File: src/logic/sssf_pkg.sv
// shared constants for the start/stop framed serializer/deserializer
// assumes one 50 MHz clock where one clock cycle carries one serial bit
package sssf_pkg;
   // ************************************************************
   // framing
   // ************************************************************
   localparam int PAYLOAD_BITS = 18;
   localparam int WORD_BITS = 20;
   localparam int CNT_W = 5;
   localparam logic START_BIT = 1'b1;
   localparam logic STOP_BIT = 1'b0;
   localparam logic [CNT_W-1:0] WORD_LAST = 5'h13;
   localparam logic [CNT_W-1:0] HALF_WORD = 5'h0a;
   localparam logic [CNT_W-1:0] CNT_ZERO = 5'h00;
   localparam logic [CNT_W-1:0] CNT_ONE = 5'h01;
   // ************************************************************
   // timing
   // ************************************************************
   localparam int CLK_PERIOD_NS = 20;
   localparam int BIT_CLK_RATIO = 10;
   // ************************************************************
   // alignment and training
   // ************************************************************
   localparam logic [2:0] LOCK_HITS = 3'h4;
   localparam logic [2:0] LOSS_MISSES = 3'h4;
   localparam logic [2:0] TRAIN_MIN_WIDTH = 3'h6;
   localparam logic [2:0] REQ_SAT = 3'h7;
   localparam int TRAIN_CNT_W = 11;
   localparam int TRAIN_WORDS = 1024;
   localparam logic [PAYLOAD_BITS-1:0] TRAIN_PATTERN = 18'h0_01ff;

   typedef enum logic [1:0] {ST_HUNT, ST_CONFIRM, ST_LOCKED} sssf_rx_state_t;
endpackage

File: src/logic/sssf_top.sv
// start/stop framed serializer and deserializer datapath
// assumes tx_word comes from logic on clk; serial and strap pins are async
`timescale 1ns/1ns
`default_nettype none

// Summary of operation
// - At each word-clock rising edge the whole 18-bit transmit word is captured.
// - Each payload is framed into 20 bits with a start bit of 1 and a stop bit of 0.
// - A bit clock at ten times the word rate is derived from and locked to the word clock.
// - One serial bit leaves on each bit-clock edge, twenty per word clock.
// - Payload bits leave least significant first.
// - Bit 0 leaves a fixed number of cycles after its word is loaded.
// - Received 20-bit words are stripped of framing and shown as 18 payload bits.
// - Loopback feeds the serializer output straight into the deserializer.
// - During reset the word clock is low and the serial outputs float.
// - Received payload is stable at the rising edge of the recovered word clock.
// - Lock is declared only after four consecutive framings at one position.
// - Four consecutive missed framings drop lock, float the outputs and restart the hunt.
// - A training request wider than six cycles sends 1024 words of nine ones then nine zeros.
module sssf_top
   import sssf_pkg::*;
#(
   parameter int TRAIN_WORDS_P = TRAIN_WORDS
)
(
   input wire logic clk,
   input wire logic arst_n,
   input wire logic [PAYLOAD_BITS-1:0] tx_word,
   input wire logic training_req,
   input wire logic loopback_select,
   input wire logic serial_in_pos,
   input wire logic serial_in_neg,
   input wire logic rx_ready,
   output logic tx_reference_clock,
   output logic serial_out_pos,
   output logic serial_out_neg,
   output logic serial_out_oe,
   output logic [PAYLOAD_BITS-1:0] rx_parallel_word,
   output logic rx_valid,
   output logic rx_word_clock,
   output logic rx_outputs_oe,
   output logic lock_indicator_n,
   output logic rx_overflow
);
   // ************************************************************
   // transmit word clock and serializer
   // ************************************************************
   // modulo-twenty add shared by the transmit and receive counters
   function automatic logic [CNT_W-1:0] wrap_inc(input logic [CNT_W-1:0] v,
                                                 input logic [CNT_W-1:0] n);
      logic [CNT_W:0] s;
      s = {1'b0, v} + {1'b0, n};
      if (s > {1'b0, WORD_LAST})
         s = s - ({1'b0, WORD_LAST} + {1'b0, CNT_ONE});
      return s[CNT_W-1:0];
   endfunction

   logic [CNT_W-1:0] tx_cnt_q;
   logic [WORD_BITS-1:0] ser_q;
   logic ref_q, neg_q, oe_q, train_q;
   logic [TRAIN_CNT_W-1:0] train_left_q;
   logic [2:0] req_cnt_q;
   logic req_s1_q, req_s2_q;

   wire word_tick = (tx_cnt_q == WORD_LAST);
   wire [CNT_W-1:0] tx_cnt_d = wrap_inc(tx_cnt_q, CNT_ONE);
   wire [PAYLOAD_BITS-1:0] payload = train_q ? TRAIN_PATTERN : tx_word;
   // start sits at bit 0 so it leaves first, stop at bit 19 leaves last
   wire [WORD_BITS-1:0] framed = {STOP_BIT, payload, START_BIT};
   // one clk cycle is one bit-clock half period, so both edges shift
   wire [WORD_BITS-1:0] ser_d = word_tick ? framed :
                                {ser_q[0], ser_q[WORD_BITS-1:1]};
   wire train_go = req_s2_q && (req_cnt_q == TRAIN_MIN_WIDTH) && !train_q;

   always_ff @(posedge clk or negedge arst_n)
   begin
      if (!arst_n)
      begin
         tx_cnt_q <= CNT_ZERO;
         ref_q <= 1'b0;
         ser_q <= '0;
         neg_q <= 1'b0;
         oe_q <= 1'b0;
      end
      else
      begin
         tx_cnt_q <= tx_cnt_d;
         ref_q <= (tx_cnt_d < HALF_WORD);
         ser_q <= ser_d;
         neg_q <= ~ser_d[0];
         oe_q <= 1'b1;
      end
   end

   // training request: width counted in clk cycles, one burst per request
   always_ff @(posedge clk or negedge arst_n)
   begin
      if (!arst_n)
      begin
         req_s1_q <= 1'b0;
         req_s2_q <= 1'b0;
         req_cnt_q <= '0;
         train_q <= 1'b0;
         train_left_q <= '0;
      end
      else
      begin
         req_s1_q <= training_req;
         req_s2_q <= req_s1_q;
         if (!req_s2_q)
            req_cnt_q <= '0;
         else if (req_cnt_q != REQ_SAT)
            req_cnt_q <= req_cnt_q + 3'h1;
         if (train_go)
         begin
            train_q <= 1'b1;
            train_left_q <= TRAIN_CNT_W'(TRAIN_WORDS_P);
         end
         else if (train_q && word_tick)
         begin
            train_left_q <= train_left_q - TRAIN_CNT_W'(1);
            if (train_left_q == TRAIN_CNT_W'(1))
               train_q <= 1'b0;
         end
      end
   end

   assign tx_reference_clock = ref_q;
   assign serial_out_pos = ser_q[0];
   assign serial_out_neg = neg_q;
   assign serial_out_oe = oe_q;
   // ************************************************************
   // receive synchronisers and window
   // ************************************************************
   logic sp_s1_q, sp_s2_q, sn_s1_q, sn_s2_q, lp_s1_q, lp_s2_q;
   logic [WORD_BITS-1:0] win_q;
   logic [CNT_W-1:0] bit_cnt_q, phase_q;
   sssf_rx_state_t state_q;
   logic [2:0] hits_q, miss_q;
   logic lock_n_q, rx_oe_q, wclk_q, ovf_q;

   // in loopback the line input is ignored entirely
   wire rx_bit = lp_s2_q ? ser_q[0] : (sp_s2_q & ~sn_s2_q);
   // oldest bit a start, newest a stop: a 1 then 0 at word spacing
   wire word_ok = (win_q[0] == START_BIT) &&
                  (win_q[WORD_BITS-1] == STOP_BIT);
   wire at_phase = (bit_cnt_q == phase_q);
   wire at_mid = (bit_cnt_q == wrap_inc(phase_q, HALF_WORD));
   wire locked = (state_q == ST_LOCKED);
   wire [PAYLOAD_BITS-1:0] rx_payload = win_q[WORD_BITS-2:1];
   wire word_done = locked && at_phase && word_ok;

   always_ff @(posedge clk or negedge arst_n)
   begin
      if (!arst_n)
      begin
         {sp_s1_q, sp_s2_q, sn_s1_q, sn_s2_q, lp_s1_q, lp_s2_q} <= '0;
         win_q <= '0;
         bit_cnt_q <= CNT_ZERO;
      end
      else
      begin
         sp_s1_q <= serial_in_pos;
         sp_s2_q <= sp_s1_q;
         sn_s1_q <= serial_in_neg;
         sn_s2_q <= sn_s1_q;
         lp_s1_q <= loopback_select;
         lp_s2_q <= lp_s1_q;
         win_q <= {rx_bit, win_q[WORD_BITS-1:1]};
         bit_cnt_q <= wrap_inc(bit_cnt_q, CNT_ONE);
      end
   end
   // ************************************************************
   // aligner and lock state
   // ************************************************************
   always_ff @(posedge clk or negedge arst_n)
   begin
      if (!arst_n)
      begin
         state_q <= ST_HUNT;
         phase_q <= CNT_ZERO;
         hits_q <= '0;
         miss_q <= '0;
         lock_n_q <= 1'b1;
         rx_oe_q <= 1'b0;
      end
      else
      begin
         case (state_q)
            ST_HUNT:
               if (word_ok)
               begin
                  phase_q <= bit_cnt_q;
                  hits_q <= 3'h1;
                  state_q <= ST_CONFIRM;
               end
            ST_CONFIRM:
               if (at_phase && !word_ok)
               begin
                  hits_q <= '0;
                  state_q <= ST_HUNT;
               end
               else if (at_phase && hits_q == LOCK_HITS - 3'h1)
               begin
                  state_q <= ST_LOCKED;
                  miss_q <= '0;
                  lock_n_q <= 1'b0;
                  rx_oe_q <= 1'b1;
               end
               else if (at_phase)
                  hits_q <= hits_q + 3'h1;
            ST_LOCKED:
               if (at_phase && word_ok)
                  miss_q <= '0;
               else if (at_phase && miss_q == LOSS_MISSES - 3'h1)
               begin
                  state_q <= ST_HUNT;
                  hits_q <= '0;
                  lock_n_q <= 1'b1;
                  rx_oe_q <= 1'b0;
               end
               else if (at_phase)
                  miss_q <= miss_q + 3'h1;
            default:
               state_q <= ST_HUNT;
         endcase
      end
   end

   // word clock falls when a word is taken and rises half a word later
   always_ff @(posedge clk or negedge arst_n)
   begin
      if (!arst_n)
         wclk_q <= 1'b0;
      else if (!locked || at_phase)
         wclk_q <= 1'b0;
      else if (at_mid)
         wclk_q <= 1'b1;
   end
   // ************************************************************
   // two-entry receive buffer
   // ************************************************************
   // the line cannot be stalled, so a full buffer drops and flags the word
   logic [PAYLOAD_BITS-1:0] head_q, tail_q;
   logic hv_q, tv_q;
   wire pop = hv_q && rx_ready;
   wire buf_space = !tv_q || rx_ready;
   wire push = word_done && buf_space;

   always_ff @(posedge clk or negedge arst_n)
   begin
      if (!arst_n)
      begin
         head_q <= '0;
         tail_q <= '0;
         hv_q <= 1'b0;
         tv_q <= 1'b0;
         ovf_q <= 1'b0;
      end
      else
      begin
         ovf_q <= word_done && !buf_space;
         if (pop && tv_q)
         begin
            head_q <= tail_q;
            tv_q <= push;
            if (push)
               tail_q <= rx_payload;
         end
         else if (pop)
         begin
            hv_q <= push;
            if (push)
               head_q <= rx_payload;
         end
         else if (push && !hv_q)
         begin
            head_q <= rx_payload;
            hv_q <= 1'b1;
         end
         else if (push)
         begin
            tail_q <= rx_payload;
            tv_q <= 1'b1;
         end
      end
   end

   assign rx_parallel_word = head_q;
   assign rx_valid = hv_q;
   assign rx_word_clock = wclk_q;
   assign rx_outputs_oe = rx_oe_q;
   assign lock_indicator_n = lock_n_q;
   assign rx_overflow = ovf_q;
endmodule

`default_nettype wire

File: config.mk
export PLATFORM = sky130hd
export DESIGN_NAME = sssf_top
export DESIGN_NICKNAME = d
export VERILOG_FILES = /design/src/logic/sssf_pkg.sv /design/src/logic/sssf_top.sv
export SDC_FILE = /design/constraint.sdc
export NUM_CORES = 1
export LEC_CHECK = 0
export BUFFER_PORTS_ARGS = -buffer_cell sky130_fd_sc_hd__buf_2
export CAP_MARGIN = 20
export CORE_MARGIN = 2
export CORE_UTILIZATION = 40
export DETAILED_ROUTE_END_ITERATION = 12
export SYNTH_ARGS = -nofsm -noshare
export SYNTH_HDL_FRONTEND = slang
export SYNTH_SLANG_ARGS = --single-unit
File: constraint.sdc
create_clock -name clk -period 7.1 [get_ports clk]
set_clock_uncertainty 0.1 [all_clocks]
set_input_delay 0.355 -clock clk [delete_from_list [all_inputs] [get_ports clk]]
set_output_delay 0.355 -clock clk [all_outputs]
set_load 0.05 [all_outputs]
* After elaboration in Yosys (flattened, before gate mapping)
Index checks and enable logic that the tools add are counted.
** Operators by class
- Multiplexer cells :: 58
- Equal/unequal tests :: 24
- Order comparisons :: 4
- Reductions and logical operators :: 42
- Add/subtract/negate cells :: 10
- Bitwise logic cells :: 5
** Operators by type and width (number)
- $mux W18 :: 9
- $mux W3 :: 13
- $mux W11 :: 2
- $mux W1 :: 20
- $mux W20 :: 1
- $gt A6 B5 Y1 const B :: 3
- $logic_and A1 B1 Y1 :: 15
- $mux W5 :: 3
- $ne A3 B3 Y1 const B :: 5
- $sub A5 B5 Y5 const B :: 3
- $add A5 B1 Y6 const B :: 2
- $reduce_bool A2 Y1 :: 6
- $eq A11 B1 Y1 const B :: 1
- $sub A11 B1 Y11 const B :: 1
- $eq A5 B5 Y1 :: 2
- $mux W2 :: 5
- $ne A2 B2 Y1 const B :: 5
- $reduce_and A2 Y1 :: 5
- $reduce_and A5 Y1 :: 2
- $add A3 B1 Y3 const B :: 3
- $pmux W3 S3 :: 1
- $add A5 B4 Y6 const B :: 1
- $eq A3 B2 Y1 const B :: 2
- $logic_not A1 Y1 :: 6
- 19 further kinds :: 27
** Word-level totals
- Output and inout port bits :: 27
- Input bits :: 25
- Word-level logic and storage cells :: 173
- Bits in registers :: 131

* Depth between registers and ports, before layout
Gate-level depths: netlist of run 1.
- Word-level depth :: 8
- Depth in mapped cells :: 10
- Mapped depth without buffers :: 8

* Worst setup path after synthesis of run 1
Ideal clock, no wire load.
- Kind :: register -> register
- Start point :: register phase_q[2]
- End point :: register wclk_q, in the netlist rx_word_clock
- Data required time :: 6.872 ns
- Path buffers :: 0
- Data arrival time :: 2.043 ns
- Setup slack :: 4.830 ns
- Stages on the path, launching flop included :: 9
- Cells stage by stage :: dfrtp_1 > ha_1 > xor2_1 > ha_1 > a211oi_1 > a2111oi_0 > nor4_1 > o21ai_0 > o21ai_0
** On the way
- Longest elaborated chain between the ends :: 5
- Elaborated cells on any way between the ends :: 9
- Classes of those cells :: 2 x add/sub; 1 x order compare; 2 x eq/ne; 2 x mux; 2 x reduce/logical
** RTL lines
- start, declared :: line sssf_top.sv:137 : logic [CNT_W-1:0] bit_cnt_q, phase_q;
- start signal, assigned :: line sssf_top.sv:193 : phase_q <= bit_cnt_q;
- $add A5 B4 Y6 :: line sssf_top.sv:52 : s = {1'b0, v} + {1'b0, n};
- $sub A5 B5 Y5 / $gt A6 B5 Y1 (equally long branches) :: line sssf_top.sv:54, sssf_top.sv:53
- $mux W5 :: line sssf_top.sv:53 : if (s > {1'b0, WORD_LAST})
- $eq A5 B5 Y1 :: line sssf_top.sv:148 : wire at_mid = (bit_cnt_q == wrap_inc(phase_q, HALF_WORD));
- $reduce_bool A2 Y1 (no source line)
- end signal, assigned :: line sssf_top.sv:234 : wclk_q <= 1'b0;
- end signal, assigned :: line sssf_top.sv:236 : wclk_q <= 1'b0;
- end signal, assigned :: line sssf_top.sv:238 : wclk_q <= 1'b1;
- end, declared :: line sssf_top.sv:140 : logic lock_n_q, rx_oe_q, wclk_q, ovf_q;
Several ways; a longest one is shown, not always the timed one.
A chain may end at the register's enable or synchronous reset.

* Final worst setup path of run 1
- Start point :: register state_q[0]
- End point :: register head_q[0], in the netlist rx_parallel_word[0]
** On the way
- Longest elaborated chain between the ends :: 7
- Elaborated cells on any way between the ends :: 8
- Classes of those cells :: 2 x eq/ne; 6 x reduce/logical
** RTL lines
- start, declared :: line sssf_top.sv:138 : sssf_rx_state_t state_q;
- start signal, assigned :: line sssf_top.sv:180 : state_q <= ST_HUNT;
- start signal, assigned :: line sssf_top.sv:195 : state_q <= ST_CONFIRM;
- start signal, assigned :: line sssf_top.sv:201 : state_q <= ST_HUNT;
- $eq A2 B2 Y1 * :: line sssf_top.sv:149 : wire locked = (state_q == ST_LOCKED);
- net locked :: line sssf_top.sv:149
- $logic_and A1 B1 Y1 * (2 in a row) :: line sssf_top.sv:151 : wire word_done = locked && at_phase && word_ok;
- $logic_and A1 B1 Y1 * :: line sssf_top.sv:248 : wire push = word_done && buf_space;
- $logic_and A1 B1 Y1 :: line sssf_top.sv:276 : else if (push && !hv_q)
- $reduce_bool A3 Y1 (no source line)
- $reduce_and A2 Y1 (no source line) *
- end signal, assigned :: line sssf_top.sv:265 : head_q <= tail_q;
- end signal, assigned :: line sssf_top.sv:274 : head_q <= rx_payload;
- end signal, assigned :: line sssf_top.sv:278 : head_q <= rx_payload;
- end, declared :: line sssf_top.sv:244 : logic [PAYLOAD_BITS-1:0] head_q, tail_q;
Mark *: on every way through the listed nets, which the timed path passes. The rest lies on a longest branch.

==> results.sh, run 1 <==
export IMPL_rr_startpoint="state_q[0]$_DFFE_PN0P_"
export IMPL_grt_setup_unrepaired="no"
export IMPL_place_area_um2=6430
export IMPL_max_cap_viol_count=0
export IMPL_netlist_area_leader_share=0.541
export IMPL_synth_area_per_cell_um2=12.0
export IMPL_synthTopCellsByCount="dfrtp_1, mux2_2, nand2_1"
export IMPL_synth_distinct_cells=63
export IMPL_layout_drive_gt1_share=0.285
export IMPL_synth_seq_cells=131
export IMPL_clk_pin_slew_ns=0.05
export IMPL_min_delay_start="tx_word[11]"
export IMPL_wl_mm=11.1
export IMPL_row_count=44
export IMPL_end_kind="flop"
export IMPL_r2r_setup_slack_ns=4.36
export IMPL_final_util=0.488
export IMPL_setup_viol=0
export IMPL_cts_max_level=4
export IMPL_drv_slew=0
export IMPL_io_pins=52
export IMPL_pre_cts_ws_ns=4.38
export IMPL_regToRegEndpoint="rx_parallel_word[0]$_DFFE_PN0P_"
export IMPL_wl_met1_mm=5.14
export IMPL_design_core_area_um2=14600
export IMPL_fin_setup_tns_ns=0
export IMPL_grt_max_degree=86
export IMPL_critPathMaxFanout=18
export IMPL_cts_hold_buf=5
export IMPL_startpoint_type="flop"
export IMPL_whs_endpoint="ser_q[12]$_DFF_PN0_"
export IMPL_relSlewSlack=0.362
export IMPL_vias=3869
export IMPL_cts_root_buffer="clkbuf_16"
export IMPL_rr_worst_depth=7
export IMPL_drc_errors=0
export IMPL_yosysTopAreaCell="dfrtp_1"
export IMPL_grt_pass1_vias=4081
export IMPL_whs_path_depth=3
export IMPL_first_pass_iters=4
export IMPL_postCtsSetupBuffers=0
export IMPL_start_util=0.412
export IMPL_cts_resized=0
export IMPL_dp_hpwl_mm=7.51
export IMPL_place_congestion=0.836
export IMPL_nNetsFinal=607
export IMPL_ant_nets=0
export IMPL_die_area_um2=16000
export IMPL_maxUsedRoutingLayer="met4"
export IMPL_fmax_mhz=365
export IMPL_antennaDiodeCount=0
export IMPL_synth_most_common_cell="dfrtp_1"
export IMPL_wl_per_cell_um=14.7
export IMPL_grt_total_usage=0.150
export IMPL_tightest_slew_ns=0.954
export IMPL_viasPerCell=5.12
export IMPL_crit_type="reg2reg"
export IMPL_synth_nets=548
export IMPL_hold_class="in2reg"
export IMPL_cts_buffer_depth=2
export IMPL_area_growth_pct=18.3
export IMPL_synthArstFlopShare=1.00
export IMPL_grt_ovfl_total=0
export IMPL_ys_seq_area_frac=0.545
export IMPL_hold_viol_final=0
export IMPL_antenna_found_initial=0
export IMPL_synth_ff_type="dfrtp_1"
export IMPL_static_leakage_power_nw=3.35
export IMPL_clock_sinks=131
export IMPL_p_per_area_nw_per_um2=312
export IMPL_syn_area_um2=6020
export IMPL_worstSkewPairLatency_ns=0.41
export IMPL_finalCriticalPeriod_ns=2.74
export IMPL_synth_edf_count=0
export IMPL_dr_first_iter_drc_count=233
export IMPL_required_ns=7.30
export IMPL_fill_cells=1285
export IMPL_worst_ep_arrival_time_ns=2.94
export IMPL_grt_pass1_wl_mm=19.2
export IMPL_wl_met2_mm=5.44
export IMPL_vdd_ir_drop_worst_mv=0.223
export IMPL_layout_setup_ws_ns=4.36
export IMPL_synth_area_leaders="dfrtp_1, mux2_2, ha_1, mux2_4, nand2_1"
export IMPL_synthCells=500
export IMPL_cts_tree="done"
export IMPL_final_cell_area_um2=7110
export IMPL_final_period_utilization=0.386
export IMPL_yosys_warnings=0
export IMPL_fp_dieW_um=127
export IMPL_cts_made_buffers=17
export IMPL_io_buffers=51
export IMPL_outcome="finished clean"
export IMPL_die_h_um=127
export IMPL_wl_met3_um=454
[area by class of cell]
cell class / count / area [µm²] / area share
Multi-Input combinational cell: 331 / 2560 / 0.361
Clock buffer: 26 / 549 / 0.0772
Tap cell: 184 / 230 / 0.0324
Sequential cell: 131 / 3280 / 0.461
Inverter: 20 / 75.1 / 0.0106
Clock inverter: 6 / 88.8 / 0.0125
Timing Repair Buffer: 58 / 327 / 0.0459
[layer usage]
layer,GRT usage,vias to the layer above
li1,-,1891
met1,0.189,1915
met2,0.241,57
met3,0.0548,6
met4,0.0491,0
met5,0,-
[metrics by stage]
stage,std cells,power [W],hold slack [ns]
3_5_place_dp,719,0.00132,0.238
2_1_floorplan,500,0.00122,-0.0406
3_3_place_gp,719,0.00130,0.234
5_1_grt,756,0.00234,0.0569
4_1_cts,756,0.00224,0.0546
6_report,756,0.00222,0.0725
[registers in the layout, summed over array words and instances (netlist names), 2 cells and up]
signal            cells
phase_q               5
req_cnt_q             3
rx_parallel_word     18
ser_q                20
train_left_q         11
hits_q                3
miss_q                3
bit_cnt_q             5
win_q                20
state_q               2
tx_cnt_q              5
tail_q               18
[critical path, stage by stage (launching register included)]
cell and delay [ns]:
dfrtp_1 0.40, inv_1 0.09, ha_1 0.35, inv_1 0.16, nor2_2 0.26, nand3_4 0.16
o22ai_4 0.68, mux2_2 0.41
[report_power, final]
part	internal, W	switching (W)
Sequential	0.000824	0.0000841
Combinational	0.000184	0.000219
Clock	0.000601	0.000304
[layout by cell type, fill, tap and decap left out, types with 7 or more instances in the layout]
cell type	instances
a21oi_1	19
a31oi_1	7
buf_2	50
clkbuf_16	17
clkbuf_8	9
dfrtp_1	130
ha_1	23
inv_1	20
mux2_2	51
mux2_4	10
mux2i_1	8
nand2_1	37
nand3_1	16
nand3b_1	9
nor2_1	28
o21ai_0	18
xnor2_1	9
xor2_1	10
[worst max path at each step]
stage,from,end,slack [ns],cells past startpoint
after CTS,state_q[0]$_DFFE_PN0P_,rx_parallel_word[6]$_DFFE_PN0P_,4.35,7
final,state_q[0]$_DFFE_PN0P_,rx_parallel_word[0]$_DFFE_PN0P_,4.36,7
after global routing,state_q[0]$_DFFE_PN0P_,rx_parallel_word[5]$_DFFE_PN0P_,4.19,7
after detailed placement,state_q[0]$_DFFE_PN0P_,rx_parallel_word[6]$_DFFE_PN0P_,4.38,7
after floorplan,phase_q[2]$_DFFE_PN0P_,rx_word_clock$_DFFE_PN0P_,4.83,8
after global placement,state_q[0]$_DFFE_PN0P_,rx_parallel_word[0]$_DFFE_PN0P_,4.44,7
[cell families (layout without fill, tap and decap cells)]
kind of cell	Yosys count	count (layout)	share of synthesized area
fa+ha+maj	23	23	0.0478
simple gates	139	139	0.124
compound gates	79	79	0.0886
xor+xnor	19	19	0.0277
buf+inv	38	110	0.0310
flops	131	131	0.545
other cells	1	1	0.000623
mux	70	70	0.136
(Power assumes the default switching activity.)
==> run 2, diff against run 1 <==
==> constraint.sdc (replaced) <==
create_clock -name clk -period 2.3 [get_ports clk]
set_clock_uncertainty 0.1 [all_clocks]
set_input_delay 0.115 -clock clk [delete_from_list [all_inputs] [get_ports clk]]
set_output_delay 0.115 -clock clk [all_outputs]
set_load 0.05 [all_outputs]
==> run 2 against run 1 <==
Against the previous run:
- setup slack worse by 4.3 ns
- cell count grew 6.1%
- sequential power rose to 3.1 times the previous value
- fmax rose by 23%
- total power rose to 3.0 times the previous value
- combinational power increased to 4.0 times the previous value
- clock power grew to 2.6 times the previous value
- non-clock buffer count up 45
- global-route usage grew 0.83 points
- critical path type unchanged
- largest power group unchanged
==> results.sh, run 2 (synthesis gave the netlist of run 1 again) <==
export IMPL_viasPerCell=5.17
export IMPL_grtUsageMet2=0.257
export IMPL_outcome="finished clean"
export IMPL_fin_cells=802
export IMPL_layout_setup_ws_ns=0.0753
export IMPL_hold_viol_final=0
export IMPL_area_growth_pct=24.6
export IMPL_end_kind="flop"
export IMPL_layout_drive_gt1_share=0.324
export IMPL_startpoint_type="flop"
export IMPL_rr_startpoint="phase_q[2]$_DFFE_PN0P_"
export IMPL_setup_viol=0
export IMPL_hold_class="in2async"
export IMPL_top_regs="ser_q (20), win_q (20)"
export IMPL_tightest_slew_ns=0.512
export IMPL_combPwrFrac=0.238
export IMPL_cts_buffer_depth=2
export IMPL_final_period_utilization=0.967
export IMPL_nNetsFinal=653
export IMPL_grt_util_met1=0.198
export IMPL_drv_slew=0
export IMPL_wl_mm=11.8
export IMPL_max_cap_viol_count=0
export IMPL_dp_hpwl_mm=7.70
export IMPL_ant_nets=0
export IMPL_io_buffers=51
export IMPL_critPathMaxFanout=18
export IMPL_pre_cts_ws_ns=-0.196
export IMPL_pwr_share_seq=0.415
export IMPL_grt_busiest_layer="met2"
export IMPL_netSwitchingPower_w=0.00199
export IMPL_relSlewSlack=0.659
export IMPL_crit_type="reg2reg"
export IMPL_row_count=44
export IMPL_grt_pass1_vias=4321
export IMPL_clock_sinks=131
export IMPL_design_core_area_um2=14600
export IMPL_grt_max_degree=57
export IMPL_fp_dieW_um=127
export IMPL_final_cell_mix="dfrtp_1, mux2_2, buf_2"
export IMPL_drc_errors=0
export IMPL_first_pass_iters=4
export IMPL_startpoint="phase_q[2]$_DFFE_PN0P_"
export IMPL_dr_first_iter_drc_count=231
export IMPL_start_util=0.412
export IMPL_cts_max_level=4
export IMPL_wl_per_cell_um=14.7
export IMPL_vdd_ir_drop_worst_mv=0.599
export IMPL_use_met3=0.0519
export IMPL_grt_ovfl_total=0
export IMPL_required_ns=2.50
export IMPL_clk_pin_slew_ns=0.06
export IMPL_p_per_area_nw_per_um2=892
export IMPL_fmax_mhz=449
export IMPL_worst_ep_arrival_time_ns=2.42
export IMPL_grt_pass1_wl_mm=20.3
export IMPL_antennaDiodeCount=0
export IMPL_internal_power_w=0.00470
export IMPL_place_congestion=0.813
export IMPL_vias=4148
export IMPL_p_clk_frac=0.348
export IMPL_die_h_um=127
export IMPL_cts_made_buffers=17
export IMPL_worstSkewPairLatency_ns=0.42
export IMPL_static_leakage_power_nw=3.50
export IMPL_cts_root_buffer="clkbuf_16"
export IMPL_switching_share=0.297
export IMPL_antenna_found_initial=0
export IMPL_cts_tree="done"
export IMPL_die_area_um2=16000
export IMPL_mostFrequentLayoutCell="dfrtp_1"
export IMPL_placedCellCount=741
export IMPL_finalCriticalPeriod_ns=2.22
export IMPL_grt_total_usage=0.159
export IMPL_io_pins=52
run 2: final timing paths:
| check | endpoint | slack, ns | cells past startpoint |
|---|---|---|---|
| max reg2reg | rx_parallel_word[8]$_DFFE_PN0P_ | 0.08 | 7 |
| max in group asynchronous | train_left_q[0]$_DFFE_PN0P_ | 1.28 | 3 |
| min | bit_cnt_q[2]$_DFF_PN0_ | 0.10 | 2 |
| max | rx_parallel_word[8]$_DFFE_PN0P_ | 0.08 | 7 |
| min reg2reg | sp_s2_q$_DFF_PN0_ | 0.25 | 0 |
| min in group clk | sp_s2_q$_DFF_PN0_ | 0.25 | 0 |
run 2: worst max-delay path, stage by stage, from the launching register on:
cell     delay (ns)
dfrtp_1        0.41
buf_4          0.18
xor2_1         0.40
nor2_4         0.13
a32oi_2        0.28
o22ai_4        0.12
buf_12         0.18
mux2_4         0.30
run 2: final cells by class:
| type | instances | area (µm²) |
|---|---|---|
| Timing Repair Buffer | 103 | 749 |
| Clock buffer | 22 | 444 |
| Fill cell | 1281 | 7090 |
| Multi-Input combinational cell | 332 | 2650 |
| Clock inverter | 10 | 62.6 |
| Inverter | 20 | 75.1 |
| Tap cell | 184 | 230 |
| Sequential cell | 131 | 3280 |
run 2: repair_timing:
action | in CTS | in global routing
setup buffers | 0 | 4
hold buffers | 24 | 0
endpoints found under the setup margin | 2 | 26
gates resized for setup | 6 | 15
hold endpoints to repair | 76 | 0
pin swaps | 0 | 3
cloned | 0 | 1
run 2: layer usage:
metal  part of all wire  vias to the layer above  routed length [µm]
met1               0.45                     2061                5260
met2               0.49                       74                5820
met5                  0                        -                   0
met3              0.040                       19                 475
li1                   -                     1994                   -
met4              0.017                        0                 201
run 2: power groups by stage:
stage | Sequential (W) | Combinational (W) | Clock, W
6_report | 0.00277 | 0.00159 | 0.00232
5_1_grt | 0.00281 | 0.00179 | 0.00250
4_1_cts | 0.00276 | 0.00146 | 0.00239
3_5_place_dp | 0.00279 | 0.00139 | 0
3_3_place_gp | 0.00277 | 0.00135 | 0
2_1_floorplan | 0.00276 | 0.00101 | 0
run 2: per-stage QoR:
step                      cell area [µm²]   util  power, W  TNS, ns  hold WS, ns
after floorplan                      6020      -   0.00377        0       -0.281
after global placement               6630  0.454   0.00412        0     -0.00566
after detailed placement             6630  0.454   0.00418   -0.279     -0.00239
after CTS                            7400  0.507   0.00661  -0.0147        0.116
after global routing                 7500  0.514   0.00711  -0.0335        0.151
final                                7500  0.514   0.00669        0        0.104
